===== config.mk =====
export PLATFORM = sky130hd
export DESIGN_NAME = mil_1553_remote_terminal_regs
export DESIGN_NICKNAME = d
export VERILOG_FILES = /design/src/hw/terminal_regs_pkg.sv /design/src/hw/mil_1553_remote_terminal_regs.sv
export SDC_FILE = /design/constraint.sdc
export NUM_CORES = 1
export LEC_CHECK = 0
export BUFFER_PORTS_ARGS = -buffer_cell sky130_fd_sc_hd__clkbuf_2
export CAP_MARGIN = 20
export CORE_ASPECT_RATIO = 0.9
export CORE_UTILIZATION = 37
export CTS_CLUSTER_DIAMETER = 150
export DETAILED_ROUTE_END_ITERATION = 10
export SYNTH_ARGS = -nofsm -noshare
export SYNTH_HDL_FRONTEND = slang
export SYNTH_SLANG_ARGS = --single-unit

===== constraint.sdc =====
create_clock -name mclk -period 2.7 [get_ports mclk]
set_input_delay 0.405 -clock mclk [delete_from_list [all_inputs] [get_ports mclk]]
set_output_delay 0.405 -clock mclk [all_outputs]
set_load 0.01 [all_outputs]

===== src/hw/terminal_regs_pkg.sv =====
// Register map, field layout and timing constants of the bus terminal register block
package terminal_regs_pkg;

   // Register byte addresses (word aligned)
   localparam logic [4:0] ADDR_CONFIG = 5'h00;
   localparam logic [4:0] ADDR_EXT_BASE = 5'h04;
   localparam logic [4:0] ADDR_CMD_STATE = 5'h08;
   localparam logic [4:0] ADDR_NOMINAL = 5'h0C;
   localparam logic [4:0] ADDR_ERROR = 5'h10;
   localparam logic [4:0] ADDR_RESET_EVT = 5'h14;
   localparam logic [4:0] ADDR_RX_INDEX = 5'h18;
   localparam logic [4:0] ADDR_TX_INDEX = 5'h1C;

   // terminal_config field positions
   localparam int CFG_SHORT_EN = 27;
   localparam int CFG_AREA_HI = 24;
   localparam int CFG_AREA_LO = 16;
   localparam int CFG_ERR_MASK = 15;
   localparam int CFG_SYNC_MASK = 14;
   localparam int CFG_EXCH_MASK = 13;
   localparam int CFG_SUBAD_HI = 12;
   localparam int CFG_SUBAD_LO = 8;
   localparam int CFG_WORD_SIZE = 7;
   localparam int CFG_EXT_AREA = 6;
   localparam int CFG_BCAST = 4;
   localparam int CFG_BUS_CTRL = 3;
   localparam int CFG_TIMEOUT = 2;
   localparam int CFG_MODE_HI = 1;
   localparam int CFG_MODE_LO = 0;

   // command_state_ctrl field positions
   localparam int CMD_LAST_LO = 15;
   localparam int CMD_PARITY = 14;
   localparam int CMD_ACTIVITY = 6;
   localparam int CMD_RUN_STATE = 5;
   localparam int CMD_RUN_CTRL = 1;
   localparam int CMD_TERM_RESET = 0;

   // Event flag positions
   localparam int NOM_SUBAD_LO = 4;
   localparam int NOM_SWITCH = 3;
   localparam int NOM_BUS_CTRL = 2;
   localparam int NOM_SYNC = 1;
   localparam int NOM_EXCH = 0;
   localparam int ERR_ADDR_PAR = 4;
   localparam int ERR_BUS = 1;
   localparam int ERR_MEM = 0;

   localparam logic [31:0] CONFIG_RESET = 32'h0000_0000;
   localparam logic [16:0] LAST_CMD_RESET = 17'h10FFE;
   localparam int AREA_LOW_BITS = 19;

   // Response timeout
   localparam int CLOCK_MHZ = 25;
   localparam int TIMEOUT_SHORT_US = 14;
   localparam int TIMEOUT_LONG_US = 31;
   localparam int TIMEOUT_SHORT_CYCLES = TIMEOUT_SHORT_US * CLOCK_MHZ;
   localparam int TIMEOUT_LONG_CYCLES = TIMEOUT_LONG_US * CLOCK_MHZ;

   typedef enum logic [1:0] {MODE_RT0 = 2'h0, MODE_RES1 = 2'h1, MODE_RES2 = 2'h2,
      MODE_RT3 = 2'h3} term_mode_t;

   // Events reported by the protocol engine, one-cycle pulses
   typedef struct packed {
      logic table_switch;
      logic [4:0] switch_subaddr;
      logic bus_control_cmd;
      logic sync_order;
      logic exchange_done;
      logic address_parity;
      logic bus_error;
      logic memory_error;
      logic reset_cmd;
   } engine_events_t;

   // Settings passed to the protocol engine
   typedef struct packed {
      logic short_word_mode;
      logic [31:0] memory_base;
      logic extended_area_enable;
      logic [4:0] extended_subaddress;
      logic broadcast_enable;
      logic bus_control_enable;
      logic [9:0] timeout_cycles;
      logic rt_mode;
   } engine_config_t;

endpackage : terminal_regs_pkg


===== src/hw/mil_1553_remote_terminal_regs.sv =====
// Avalon-MM register block for a serial-bus remote terminal: config, state and event flags
//
// Contract
// - Word size select gives 16-bit words only while short-word enable set.
// - Memory base is the 9-bit area field above 19 zero address bits.
// - Bus error raises error interrupt only while its mask is zero.
// - Sync and exchange events drive nominal interrupt only while unmasked.
// - Extended area bit enables extended mode for the named sub-address.
// - Broadcast and dynamic bus control honoured only when their bits set.
// - Response timeout is 14 us when select is 0, 31 us when 1.
// - Mode codes 0 and 3 mean remote terminal; 1 and 2 reserved.
// - Extended area base is read-only, loaded from the bus side.
// - Last command address reads back, resetting to an out-of-area value.
// - Run state bit is 0 in reset or init, 1 once running.
// - Writing 1 to run control starts the terminal function in modes 0 and 3, unless terminal reset is written 1 in the same write.
// - Writing 1 to terminal reset resets the terminal part.
// - Table switch flag records sub-address, clears on register read.
// - Bus control command flag sets on command, clears on read.
// - Sync flag sets on synchronise order, clears on read.
// - Exchange done flag sets after valid exchange, clears on read.
// - Address parity error sets clear-on-read flag and sticky status bit.
// - Bus error and memory error flags clear on error register read.
// - Reset command flag sets on valid reset command, clears on read.
// - Interrupt outputs go to the controller; cleared only inside this block.
`timescale 1ns/100ps
module mil_1553_remote_terminal_regs
   import terminal_regs_pkg::*;
(
   input wire logic mclk,
   input wire logic reset,
   input wire logic [4:0] avs_address,
   input wire logic avs_read,
   input wire logic avs_write,
   input wire logic [31:0] avs_writedata,
   input wire logic [3:0] avs_byteenable,
   output logic [31:0] avs_readdata,
   output logic avs_waitrequest,
   input wire engine_events_t events,
   input wire logic ext_base_load,
   input wire logic [25:0] ext_base_value,
   input wire logic cmd_addr_load,
   input wire logic [16:0] cmd_addr_value,
   input wire logic engine_busy,
   input wire logic engine_ready,
   input wire logic [31:0] rx_index_in,
   input wire logic [31:0] tx_index_in,
   output engine_config_t engine_cfg,
   output logic engine_run,
   output logic engine_reset,
   output logic nominal_irq_out,
   output logic error_irq_out,
   output logic reset_irq_out
);

   logic [31:0] terminal_config;
   logic [25:0] extended_area_address;
   logic [16:0] last_command_address;
   logic address_parity_status;
   logic run_control;
   logic terminal_reset;
   logic cmd_spare;
   logic activity_flag;
   logic run_state;
   logic [4:0] switched_subaddress;
   logic table_switch_flag;
   logic bus_control_flag;
   logic sync_flag;
   logic exchange_done_flag;
   logic address_parity_flag;
   logic bus_error_flag;
   logic memory_error_flag;
   logic terminal_reset_cmd_flag;
   logic [31:0] receive_index_value;
   logic [31:0] transmit_index_value;
   logic access_done;

   // Merge a write into a word under byte enables
   function automatic logic [31:0] merge_bytes(input logic [31:0] old_v, input logic [31:0] new_v,
      input logic [3:0] be);
      logic [31:0] res;
      res = old_v;
      for (int i = 0; i < 4; i++)
      begin
         if (be[i])
            res[i*8 +: 8] = new_v[i*8 +: 8];
      end
      return res;
   endfunction : merge_bytes

   // Set wins over a clearing read in the same cycle so a coincident event is not lost
   function automatic logic sticky_flag(input logic flag, input logic hit, input logic clr);
      return hit | (flag & ~clr);
   endfunction : sticky_flag

   // One wait cycle for every access keeps read data registered
   wire logic req = (avs_read | avs_write) & ~access_done;
   wire logic wr_cfg = req & avs_write & (avs_address == ADDR_CONFIG);
   wire logic wr_cmd = req & avs_write & (avs_address == ADDR_CMD_STATE);
   wire logic rd_nom = req & avs_read & (avs_address == ADDR_NOMINAL);
   wire logic rd_err = req & avs_read & (avs_address == ADDR_ERROR);
   wire logic rd_rst = req & avs_read & (avs_address == ADDR_RESET_EVT);
   wire logic [31:0] cfg_merged = merge_bytes(terminal_config, avs_writedata, avs_byteenable);
   wire logic [31:0] cmd_merged = merge_bytes(32'h0000_0000, avs_writedata, avs_byteenable);
   wire logic short_mode = terminal_config[CFG_SHORT_EN] & terminal_config[CFG_WORD_SIZE];
   wire logic [1:0] mode_code = terminal_config[CFG_MODE_HI:CFG_MODE_LO];
   wire logic rt_mode = (mode_code == MODE_RT0) | (mode_code == MODE_RT3);
   wire logic [9:0] timeout_sel = terminal_config[CFG_TIMEOUT] ? 10'(TIMEOUT_LONG_CYCLES)
      : 10'(TIMEOUT_SHORT_CYCLES);
   // The engine's timeout field is ten bits wide; a faster clock needs a wider field
   if (TIMEOUT_LONG_CYCLES >= 2 ** $bits(timeout_sel))
   begin : g_timeout_fits
      $error("long response timeout does not fit the engine field");
   end
   wire logic [31:0] mem_base = {4'h0, terminal_config[CFG_AREA_HI:CFG_AREA_LO],
      {AREA_LOW_BITS{1'b0}}};
   wire logic nominal_pending = table_switch_flag | (bus_control_flag & rt_mode)
      | (sync_flag & ~terminal_config[CFG_SYNC_MASK])
      | (exchange_done_flag & ~terminal_config[CFG_EXCH_MASK]);
   wire logic error_pending = address_parity_flag | memory_error_flag
      | (bus_error_flag & ~terminal_config[CFG_ERR_MASK]);

   // Read words, assembled field by field from the register contents
   wire logic [31:0] ext_word = {6'h00, extended_area_address};
   wire logic [31:0] cmd_word = {last_command_address, address_parity_status, 7'h00,
      activity_flag, run_state, 2'h0, cmd_spare, run_control, terminal_reset};
   wire logic [31:0] nom_word = {23'h0, switched_subaddress, table_switch_flag, bus_control_flag,
      sync_flag, exchange_done_flag};
   wire logic [31:0] err_word = {27'h0, address_parity_flag, 2'h0, bus_error_flag,
      memory_error_flag};
   wire logic [31:0] rst_word = {31'h0, terminal_reset_cmd_flag};

   logic [31:0] read_mux;
   always_comb
   begin
      read_mux = 32'h0000_0000;
      case (avs_address)
         ADDR_CONFIG: read_mux = terminal_config;
         ADDR_EXT_BASE: read_mux = ext_word;
         ADDR_CMD_STATE: read_mux = cmd_word;
         ADDR_NOMINAL: read_mux = nom_word;
         ADDR_ERROR: read_mux = err_word;
         ADDR_RESET_EVT: read_mux = rst_word;
         ADDR_RX_INDEX: read_mux = receive_index_value;
         ADDR_TX_INDEX: read_mux = transmit_index_value;
         default: read_mux = 32'h0000_0000;
      endcase
   end

   // Next flag values; each flag clears on a read of its own register
   wire logic next_table_switch_flag = sticky_flag(table_switch_flag,
      events.table_switch, rd_nom);
   wire logic next_bus_control_flag = sticky_flag(bus_control_flag,
      events.bus_control_cmd & rt_mode & terminal_config[CFG_BUS_CTRL], rd_nom);
   wire logic next_sync_flag = sticky_flag(sync_flag, events.sync_order, rd_nom);
   wire logic next_exchange_done_flag = sticky_flag(exchange_done_flag,
      events.exchange_done, rd_nom);
   wire logic next_address_parity_flag = sticky_flag(address_parity_flag,
      events.address_parity, rd_err);
   wire logic next_bus_error_flag = sticky_flag(bus_error_flag,
      events.bus_error, rd_err);
   wire logic next_memory_error_flag = sticky_flag(memory_error_flag,
      events.memory_error, rd_err);
   wire logic next_terminal_reset_cmd_flag = sticky_flag(terminal_reset_cmd_flag,
      events.reset_cmd, rd_rst);

   always_ff @(posedge mclk)
   begin
      if (reset)
      begin
         access_done <= 1'b0;
         avs_waitrequest <= 1'b1;
      end
      else
      begin
         access_done <= req;
         avs_waitrequest <= ~req;
      end
   end

   // Read data is captured as the access is taken and then holds until the next read
   always_ff @(posedge mclk)
   begin
      if (reset)
         avs_readdata <= 32'h0000_0000;
      else if (req & avs_read)
         avs_readdata <= read_mux;
   end

   always_ff @(posedge mclk)
   begin
      if (reset)
         terminal_config <= CONFIG_RESET;
      else if (wr_cfg)
         terminal_config <= cfg_merged;
   end

   // Run and reset controls; run is dropped while the terminal part is held in reset
   always_ff @(posedge mclk)
   begin
      if (reset)
      begin
         run_control <= 1'b0;
         terminal_reset <= 1'b0;
         cmd_spare <= 1'b0;
      end
      else if (wr_cmd)
      begin
         run_control <= cmd_merged[CMD_RUN_CTRL] & ~cmd_merged[CMD_TERM_RESET];
         terminal_reset <= cmd_merged[CMD_TERM_RESET];
         cmd_spare <= cmd_merged[2];
      end
   end

   // The terminal reset bit clears everything the bus side has reported except the receive and transmit index words
   always_ff @(posedge mclk)
   begin
      if (reset | terminal_reset)
         extended_area_address <= 26'h0;
      else if (ext_base_load)
         extended_area_address <= ext_base_value;
   end

   always_ff @(posedge mclk)
   begin
      if (reset | terminal_reset)
         last_command_address <= LAST_CMD_RESET;
      else if (cmd_addr_load)
         last_command_address <= cmd_addr_value;
   end

   // Parity status is sticky: only a reset clears it, unlike its clear-on-read twin
   always_ff @(posedge mclk)
   begin
      if (reset | terminal_reset)
         address_parity_status <= 1'b0;
      else if (events.address_parity)
         address_parity_status <= 1'b1;
   end

   always_ff @(posedge mclk)
   begin
      if (reset | terminal_reset)
      begin
         run_state <= 1'b0;
         activity_flag <= 1'b0;
      end
      else
      begin
         run_state <= run_control & engine_ready;
         activity_flag <= run_control & engine_ready & engine_busy;
      end
   end

   // Sub-address of the last table switch; it survives the read that clears the flag
   always_ff @(posedge mclk)
   begin
      if (reset | terminal_reset)
         switched_subaddress <= 5'h00;
      else if (events.table_switch)
         switched_subaddress <= events.switch_subaddr;
   end

   always_ff @(posedge mclk)
   begin
      if (reset | terminal_reset)
      begin
         table_switch_flag <= 1'b0;
         bus_control_flag <= 1'b0;
         sync_flag <= 1'b0;
         exchange_done_flag <= 1'b0;
      end
      else
      begin
         table_switch_flag <= next_table_switch_flag;
         bus_control_flag <= next_bus_control_flag;
         sync_flag <= next_sync_flag;
         exchange_done_flag <= next_exchange_done_flag;
      end
   end

   always_ff @(posedge mclk)
   begin
      if (reset | terminal_reset)
      begin
         address_parity_flag <= 1'b0;
         bus_error_flag <= 1'b0;
         memory_error_flag <= 1'b0;
      end
      else
      begin
         address_parity_flag <= next_address_parity_flag;
         bus_error_flag <= next_bus_error_flag;
         memory_error_flag <= next_memory_error_flag;
      end
   end

   always_ff @(posedge mclk)
   begin
      if (reset | terminal_reset)
         terminal_reset_cmd_flag <= 1'b0;
      else
         terminal_reset_cmd_flag <= next_terminal_reset_cmd_flag;
   end

   // Interrupt lines follow the flags; the external controller cannot clear them
   always_ff @(posedge mclk)
   begin
      if (reset)
      begin
         nominal_irq_out <= 1'b0;
         error_irq_out <= 1'b0;
         reset_irq_out <= 1'b0;
      end
      else
      begin
         nominal_irq_out <= nominal_pending;
         error_irq_out <= error_pending;
         reset_irq_out <= terminal_reset_cmd_flag;
      end
   end

   // Index words are registered so a read never catches a value in mid-change
   always_ff @(posedge mclk)
   begin
      if (reset)
      begin
         receive_index_value <= 32'h0;
         transmit_index_value <= 32'h0;
      end
      else
      begin
         receive_index_value <= rx_index_in;
         transmit_index_value <= tx_index_in;
      end
   end

   // Engine settings are registered, so they follow a config write one cycle later
   always_ff @(posedge mclk)
   begin
      if (reset)
         engine_cfg <= '0;
      else
      begin
         engine_cfg.short_word_mode <= short_mode;
         engine_cfg.memory_base <= mem_base;
         engine_cfg.extended_area_enable <= terminal_config[CFG_EXT_AREA];
         engine_cfg.extended_subaddress <= terminal_config[CFG_SUBAD_HI:CFG_SUBAD_LO];
         engine_cfg.broadcast_enable <= terminal_config[CFG_BCAST];
         engine_cfg.bus_control_enable <= terminal_config[CFG_BUS_CTRL];
         engine_cfg.timeout_cycles <= timeout_sel;
         engine_cfg.rt_mode <= rt_mode;
      end
   end

   // Run is withheld in the reserved modes so a bad mode code cannot start the engine
   always_ff @(posedge mclk)
   begin
      if (reset)
      begin
         engine_run <= 1'b0;
         engine_reset <= 1'b1;
      end
      else
      begin
         engine_run <= run_control & rt_mode;
         engine_reset <= terminal_reset;
      end
   end

endmodule : mil_1553_remote_terminal_regs


* Word level (Yosys, flattened, before mapping)
Index checks and enable logic that the tools add are counted.
** Storage, ports and cells
- Output and inout bits :: 90
- Input port bits :: 169
- Flip-flop bits (word level) :: 249
** Cells by class
- Eq/ne operators :: 8
- Reductions and logical operators :: 6
- Muxes and demuxes :: 3
- Bitwise logic cells :: 52
** Operators by type and width (count)
- $pmux W32 S8 :: 1
- $and A1 B1 Y1 :: 27
- $eq A5 B5 Y1 const B :: 4
- $or A1 B1 Y1 :: 16
- $eq A5 B4 Y1 const B :: 2
- $mux W10 :: 1
- $not A1 Y1 :: 9
- $reduce_and A2 Y1 :: 4
- $eq A5 B3 Y1 const B :: 1
- $logic_not A5 Y1 :: 1
- $mux W3 :: 1
- $eq A2 B2 Y1 const B :: 1
- $logic_not A2 Y1 :: 1

* Depth between registers and ports, before layout
Gate-level depths: netlist (run 1).
- Depth in word-level cells :: 7
- Gate-level depth with buffers :: 6

* Worst setup path before layout (run 1)
No wires, ideal clock.
- Kind :: in2reg
- Start :: input avs_address[2]
- End :: register avs_readdata[15]
- Arrival :: 1.474 ns
- Stages on the path :: 5
- Slack :: 1.097 ns
- Buffers on the path :: 2
- Cell sequence :: buf_2 buf_2 mux2_2 a22oi_1 o221ai_2
** On the way
- Word-level cells in the longest chain between the ends :: 2
- Elaborated cells between the ends (all ways) :: 9
** Ends and longest elaborated chain
- from (decl) :: line mil_1553_remote_terminal_regs.sv:31 : input wire logic [4:0] avs_address,
- $eq A5 B5 Y1 (tied with other cells) :: line mil_1553_remote_terminal_regs.sv:136 : case (avs_address)
- $pmux W32 S8 (*) :: line mil_1553_remote_terminal_regs.sv:136
- to (signal assigned) :: line mil_1553_remote_terminal_regs.sv:186 : avs_readdata <= read_mux;
- to (decl) :: line mil_1553_remote_terminal_regs.sv:36 : output logic [31:0] avs_readdata,
Mark *: on every way between the ends. The rest lies on a longest branch, timed or not.
A chain may end at the register's enable or synchronous reset.

* Worst setup path in the final report (run 1)
- Start :: register access_done
- End :: register avs_readdata[21]
** On the way
- Word-level cells in the longest chain between the ends :: 3
** Ends and longest elaborated chain
- from (decl) :: line mil_1553_remote_terminal_regs.sv:75 : logic access_done;
- from (signal assigned) :: line mil_1553_remote_terminal_regs.sv:175 : access_done <= req;
- $not A1 Y1 :: line mil_1553_remote_terminal_regs.sv:96 : wire logic req = (avs_read | avs_write) & ~access_done;
- $and A1 B1 Y1 :: line mil_1553_remote_terminal_regs.sv:96
- $and A1 B1 Y1 :: line mil_1553_remote_terminal_regs.sv:185 : else if (req & avs_read)
No other way between the ends.

==> flow_summary.toml, run 1 <==
[outcome]
status = "finished, final reports clean"

[setup_path]
reg2reg_depth = 4
startpoint_type = "flop"
slowest_delay_ps = 400
path_max_fanout = 9
critical-path-top-delay-family = "simple AND/OR/NAND/NOR gates"
crit_chain = "nor2b_4 > and3_1 > nand3_2 > o221ai_2"
r2r_slack_ps = 910
worst_ep_required_time_ps = 3130
r2r_start = "access_done"
crit_start = "access_done"
worst-path-buf-inv = 0
cp.depth = 4
critPathKind = "flop to flop"
end_kind = "flop"
critPathArrivalTime_ps = 2220
critPathSlowestCell = "dfxtp_1"

[synth]
avgSynthCellArea_um2 = 9.93
yosysSeqAreaShare = 0.523
yosysTopAreaCell = "dfxtp_1"
ys_warn_count = 0
netlist_area_mm2 = 0.00838
ys_ff_latch = 219
synthCells = 844
synth_edf_count = 0
synthArstFlopShare = 0
synthTopCellsByArea = "dfxtp_1 52%, mux2i_1 7.8%, nor2b_1 6.3%"
yosys.cell_types.count = 51
synth_top_cell_area_share = 0.523
synth_ff_type = "dfxtp_1"

[clock_network]
cts_tree = "done"
hold_buffers = 0
clk_pin_slew_ps = 60
cts.sinks = 219
clock_path_buffers = 3
post_cts_buffers = 0
post_cts_resize_count = 0
root_buffer = "clkbuf_16"
cts_made_buffers = 24
worstSkewPairLatency_ps = 510
htree_levels = 1

[layout]
area_growth_pct = 24.5
drive_above_1_share = 0.303
final_cell_mix = "232 x clkbuf_2, 219 x dfxtp_1, 109 x nand2_1, 85 x nor2b_1, 65 x mux2i_1"
fin_nets = 1227
final_common_cell = "clkbuf_2"
n_fill_cell = 2139
utilization = 0.476
multi_input_area_mm2 = 0.00356
regArea_mm2 = 0.00438

[route]
dr.first_iter.drc_count = 417
routed_wl_um = 24300
post_drt_wl_per_cell_um = 17.7
via_count = 6652
drt_first_pass_iters = 5
post-route-drc-count = 0
ant_nets = 0
viasPerCell = 4.87

[sta]
hold_violations = 0
skew_ps = 14.7
fmax_ghz = 0.558
min_period_over_period = 0.664
finalSetupTns_ps = 0
final-max-slew-violation-count = 0
setup_viol = 0
grt_setup_unrepaired = "no"
finalCriticalPeriod_ps = 1790
worst_pin_slew_ps = 1060
slew_headroom = 0.293

[floorplanning]
core_mm2 = 0.0220
die_area_mm2 = 0.0233
num_io_pins = 259
rows = 51
die_y_um = 145
die_w_um = 161
start_util = 0.382

[min_path]
min_from = "tx_index_in[21]"
holdPathStages = 2
hp-class = "input pin to flop"

[global_route]
grt_pass1_wl_um = 36400
antenna_found_initial = 1
grt_pass1_vias = 6236
gr-total-overflow = 0
grt_usage = 0.206
grt_max_degree = 99

[place]
place.gp.congestion = 0.806
portBuffers = 233
post-dp-hpwl_um = 17500

[pwr]
p_leak_nw = 4.59
p_per_area_mw_per_mm2 = 698
vdd_drop_max_mv = 0.398

[run]
maxCapViolations = 0
stage by stage:
stage | power [mW] | std cells | setup slack (ps) | hold slack [ps] | cell area [um^2]
finish | 7.29 | 1367 | 908 | 101 | 10400
global route | 7.55 | 1365 | 839 | 98.4 | 10400
CTS | 7.34 | 1365 | 955 | 85.7 | 10400
detailed placement | 4.00 | 1323 | 515 | 448 | 9610
global placement | 4.00 | 1323 | 544 | 440 | 9610
floorplan | 3.79 | 868 | 1100 | 421 | 8470
final cells by class:
type / count / area share
diodes: 2 / 0.000479
well taps: 291 / 0.0349
inverters: 6 / 0.00216
multi-input cells: 559 / 0.341
flip-flops and latches: 219 / 0.420
clock inverters: 8 / 0.00887
repair buffers: 248 / 0.123
clock buffers: 34 / 0.0699
cells in the mapped netlist, types with 2 or more instances:
master / instances
nor3_1: 2
o21ai_1: 3
o221ai_2: 8
clkbuf_1: 19
a311oi_1: 3
a22o_1: 3
inv_1: 5
and3_1: 28
nor3_4: 2
nor4_1: 5
o21ai_0: 6
o2bb2ai_1: 6
o221ai_1: 10
a32oi_1: 7
buf_4: 37
dfxtp_1: 219
nor2b_1: 85
nor2_1: 54
nand3_1: 13
mux2i_1: 65
nand4b_1: 2
a221oi_1: 3
a22oi_1: 34
mux2_2: 17
nand2_1: 109
and2_1: 4
nand2b_1: 2
buf_1: 6
a21oi_1: 47
buf_2: 15
buf_6: 5
worst paths after layout:
path,to
worst max-delay path,avs_readdata[21]
worst min-delay path,transmit_index_value[21]
worst max register to register,avs_readdata[21]
worst min register to register,avs_readdata[8]
registers in the layout (all words and copies together), names as in the netlist, 5 cells and up:
name	flops
transmit_index_value	32
engine_cfg	22
receive_index_value	32
switched_subaddress	5
avs_readdata	32
last_command_address	17
terminal_config	32
extended_area_address	26
worst reg2reg max path, cell delays in order, from the launching register on:
cell and delay [ps]:
dfxtp_1 400, nor2b_4 230, and3_1 400, nand3_2 390, o221ai_2 310
metal layers:
| layer | wire length (um) | GRT usage | vias up |
|---|---|---|---|
| met5 | 0 | 0 | - |
| met4 | 546 | 0.0622 | 0 |
| met3 | 1730 | 0.0419 | 40 |
| met2 | 10300 | 0.308 | 260 |
| met1 | 11600 | 0.295 | 3070 |
| li1 | - | - | 3282 |
kinds of logic after synthesis:
group | Yosys count | share of synthesized area
other cells | 1 | 0.000447
mux | 82 | 0.100
xor+xnor | 1 | 0.00104
buf+inv | 90 | 0.0642
flops | 219 | 0.523
simple gates | 315 | 0.194
compound gates | 136 | 0.117
report_power, final:
| group | switching [mW] | internal, mW |
|---|---|---|
| logic | 0.294 | 0.233 |
| clock network | 1.30 | 2.06 |
| registers | 0.0538 | 3.35 |
| total | 1.65 | 5.64 |
No activity file was read; power rests on OpenSTA's default activity.
==> run 2: changes to the inputs <==
- clock period: 2.7 -> 1.6 ns (I/O delays scaled with it)
==> flow_summary.toml, run 2 (same netlist as run 1, synthesis figures left out) <==
[outcome]
status = "finished, final reports clean"

[sta]
worst_pin_slew_ps = 606
slew_headroom = 0.596
min_period_over_period = 0.939
finalCriticalPeriod_ps = 1500
fmax_ghz = 0.666
final-max-slew-violation-count = 0
hold_violations = 0
grt_setup_unrepaired = "no"
skew_ps = 8.65
setup_viol = 0

[layout]
drive_above_1_share = 0.289
regArea_mm2 = 0.00438
multi_input_area_mm2 = 0.00357
final_cell_mix = "232 x clkbuf_2, 219 x dfxtp_1, 147 x dlygate4sd3_1, 109 x nand2_1, 85 x nor2b_1"
diodes = 0
n_fill_cell = 1926
utilization = 0.559
area_growth_pct = 46.4
fin_nets = 1404
design_area_mm2 = 0.0123
final_common_cell = "clkbuf_2"

[floorplanning]
die_area_mm2 = 0.0233
rows = 51
core_mm2 = 0.0220
num_io_pins = 259
die_w_um = 161
start_util = 0.382
die_y_um = 145

[clock_network]
post_cts_buffers = 0
cts.sinks = 219
cts_tree = "done"
cts_made_buffers = 24
worstSkewPairLatency_ps = 500
htree_levels = 1
clk_pin_slew_ps = 60
root_buffer = "clkbuf_16"
clock_path_buffers = 3

[global_route]
met3_usage = 0.0370
antenna_found_initial = 0
grt_max_degree = 71
grt_pass1_wl_um = 39500
use_met1 = 0.301
grt_usage = 0.220
gr-total-overflow = 0
gr-max-usage-layer = "met2"
globalRouteMet2Util = 0.357
grt_pass1_vias = 7085

[run]
maxCapViolations = 0

[place]
dpl-instance-area_mm2 = 0.00997
post-dp-hpwl_um = 18300
portBuffers = 233
place.gp.congestion = 0.819

[setup_path]
critPathKind = "flop to flop"
startpoint_type = "flop"
worst_ep_required_time_ps = 2030
path_max_fanout = 8
end_kind = "flop"
critPathArrivalTime_ps = 1930

[route]
post-route-drc-count = 0
routed_wl_um = 26200
via_count = 7294
viasPerCell = 4.72
dr.first_iter.drc_count = 359
drt_first_pass_iters = 5
ant_nets = 0
post_drt_wl_per_cell_um = 17.0

[pwr]
p_per_area_mw_per_mm2 = 1020
vdd_drop_max_mv = 0.709
p_leak_nw = 5.39

[min_path]
hp-class = "input pin to flop"
-- run 2: cell types whose count changed in the layout (fill, tap and decap cells not counted), sizes merged --
cell         previous run  this run
buf                    16        46
clkinvlp                1         2
bufinv                  2         1
diode                   2         0
clkinv                  5         7
dlygate4sd3             0       147
-- run 2: final cells by class --
class / count / area share
Sequential cell: 219 / 0.357
Tap cell: 291 / 0.0297
Clock buffer: 34 / 0.0594
Multi-Input combinational cell: 559 / 0.291
Timing Repair Buffer: 425 / 0.254
Inverter: 6 / 0.00184
Clock inverter: 10 / 0.00683
-- run 2: what timing repair did --
item                       CTS  global route
gates resized for setup      0             5
hold endpoints to repair   150             0
hold buffers               147             0
setup endpoints to repair    0            19
-- run 2: per-layer routing --
metal,share of wire,routed length [um]
met4,0.022,566
met3,0.052,1360
met5,0,0
met2,0.45,11900
met1,0.47,12400
-- run 2: through the flow --
step	hold WS [ps]	cells	setup WS [ps]	TNS (ps)	power (mW)
6_report	14.9	1544	98.1	0	12.5
5_1_grt	7.83	1544	15.2	0	13.0
4_1_cts	5.04	1544	60.0	0	12.7
3_5_place_dp	447	1353	-113	-2730	6.83
3_3_place_gp	437	1353	-83.5	-2060	6.83
2_1_floorplan	348	868	162	0	6.39
-- run 2: power breakdown --
part | switching [mW] | internal [mW] | total, mW
sequential | 0.0901 | 5.65 | 5.74
clock | 2.19 | 3.34 | 5.53
combinational | 0.578 | 0.692 | 1.27
-- run 2: worst max-delay path, cell delays in order (launching register included) --
cell and delay [ps]:
dfxtp_1 400, nor4b_4 260, buf_4 220, and3_1 320, nand2_1 110, a21oi_1 130
-- run 2: worst paths after layout --
| path | depth (start not counted) | endpoint | slack (ps) | start |
|---|---|---|---|---|
| worst max-delay path | 5 | terminal_config[26] | 100 | access_done |
| worst min-delay path | 3 | extended_area_address[19] | 10 | ext_base_value[19] |
| worst max register to register | 5 | terminal_config[26] | 100 | access_done |
| worst min register to register | 2 | cmd_spare | 450 | cmd_spare |
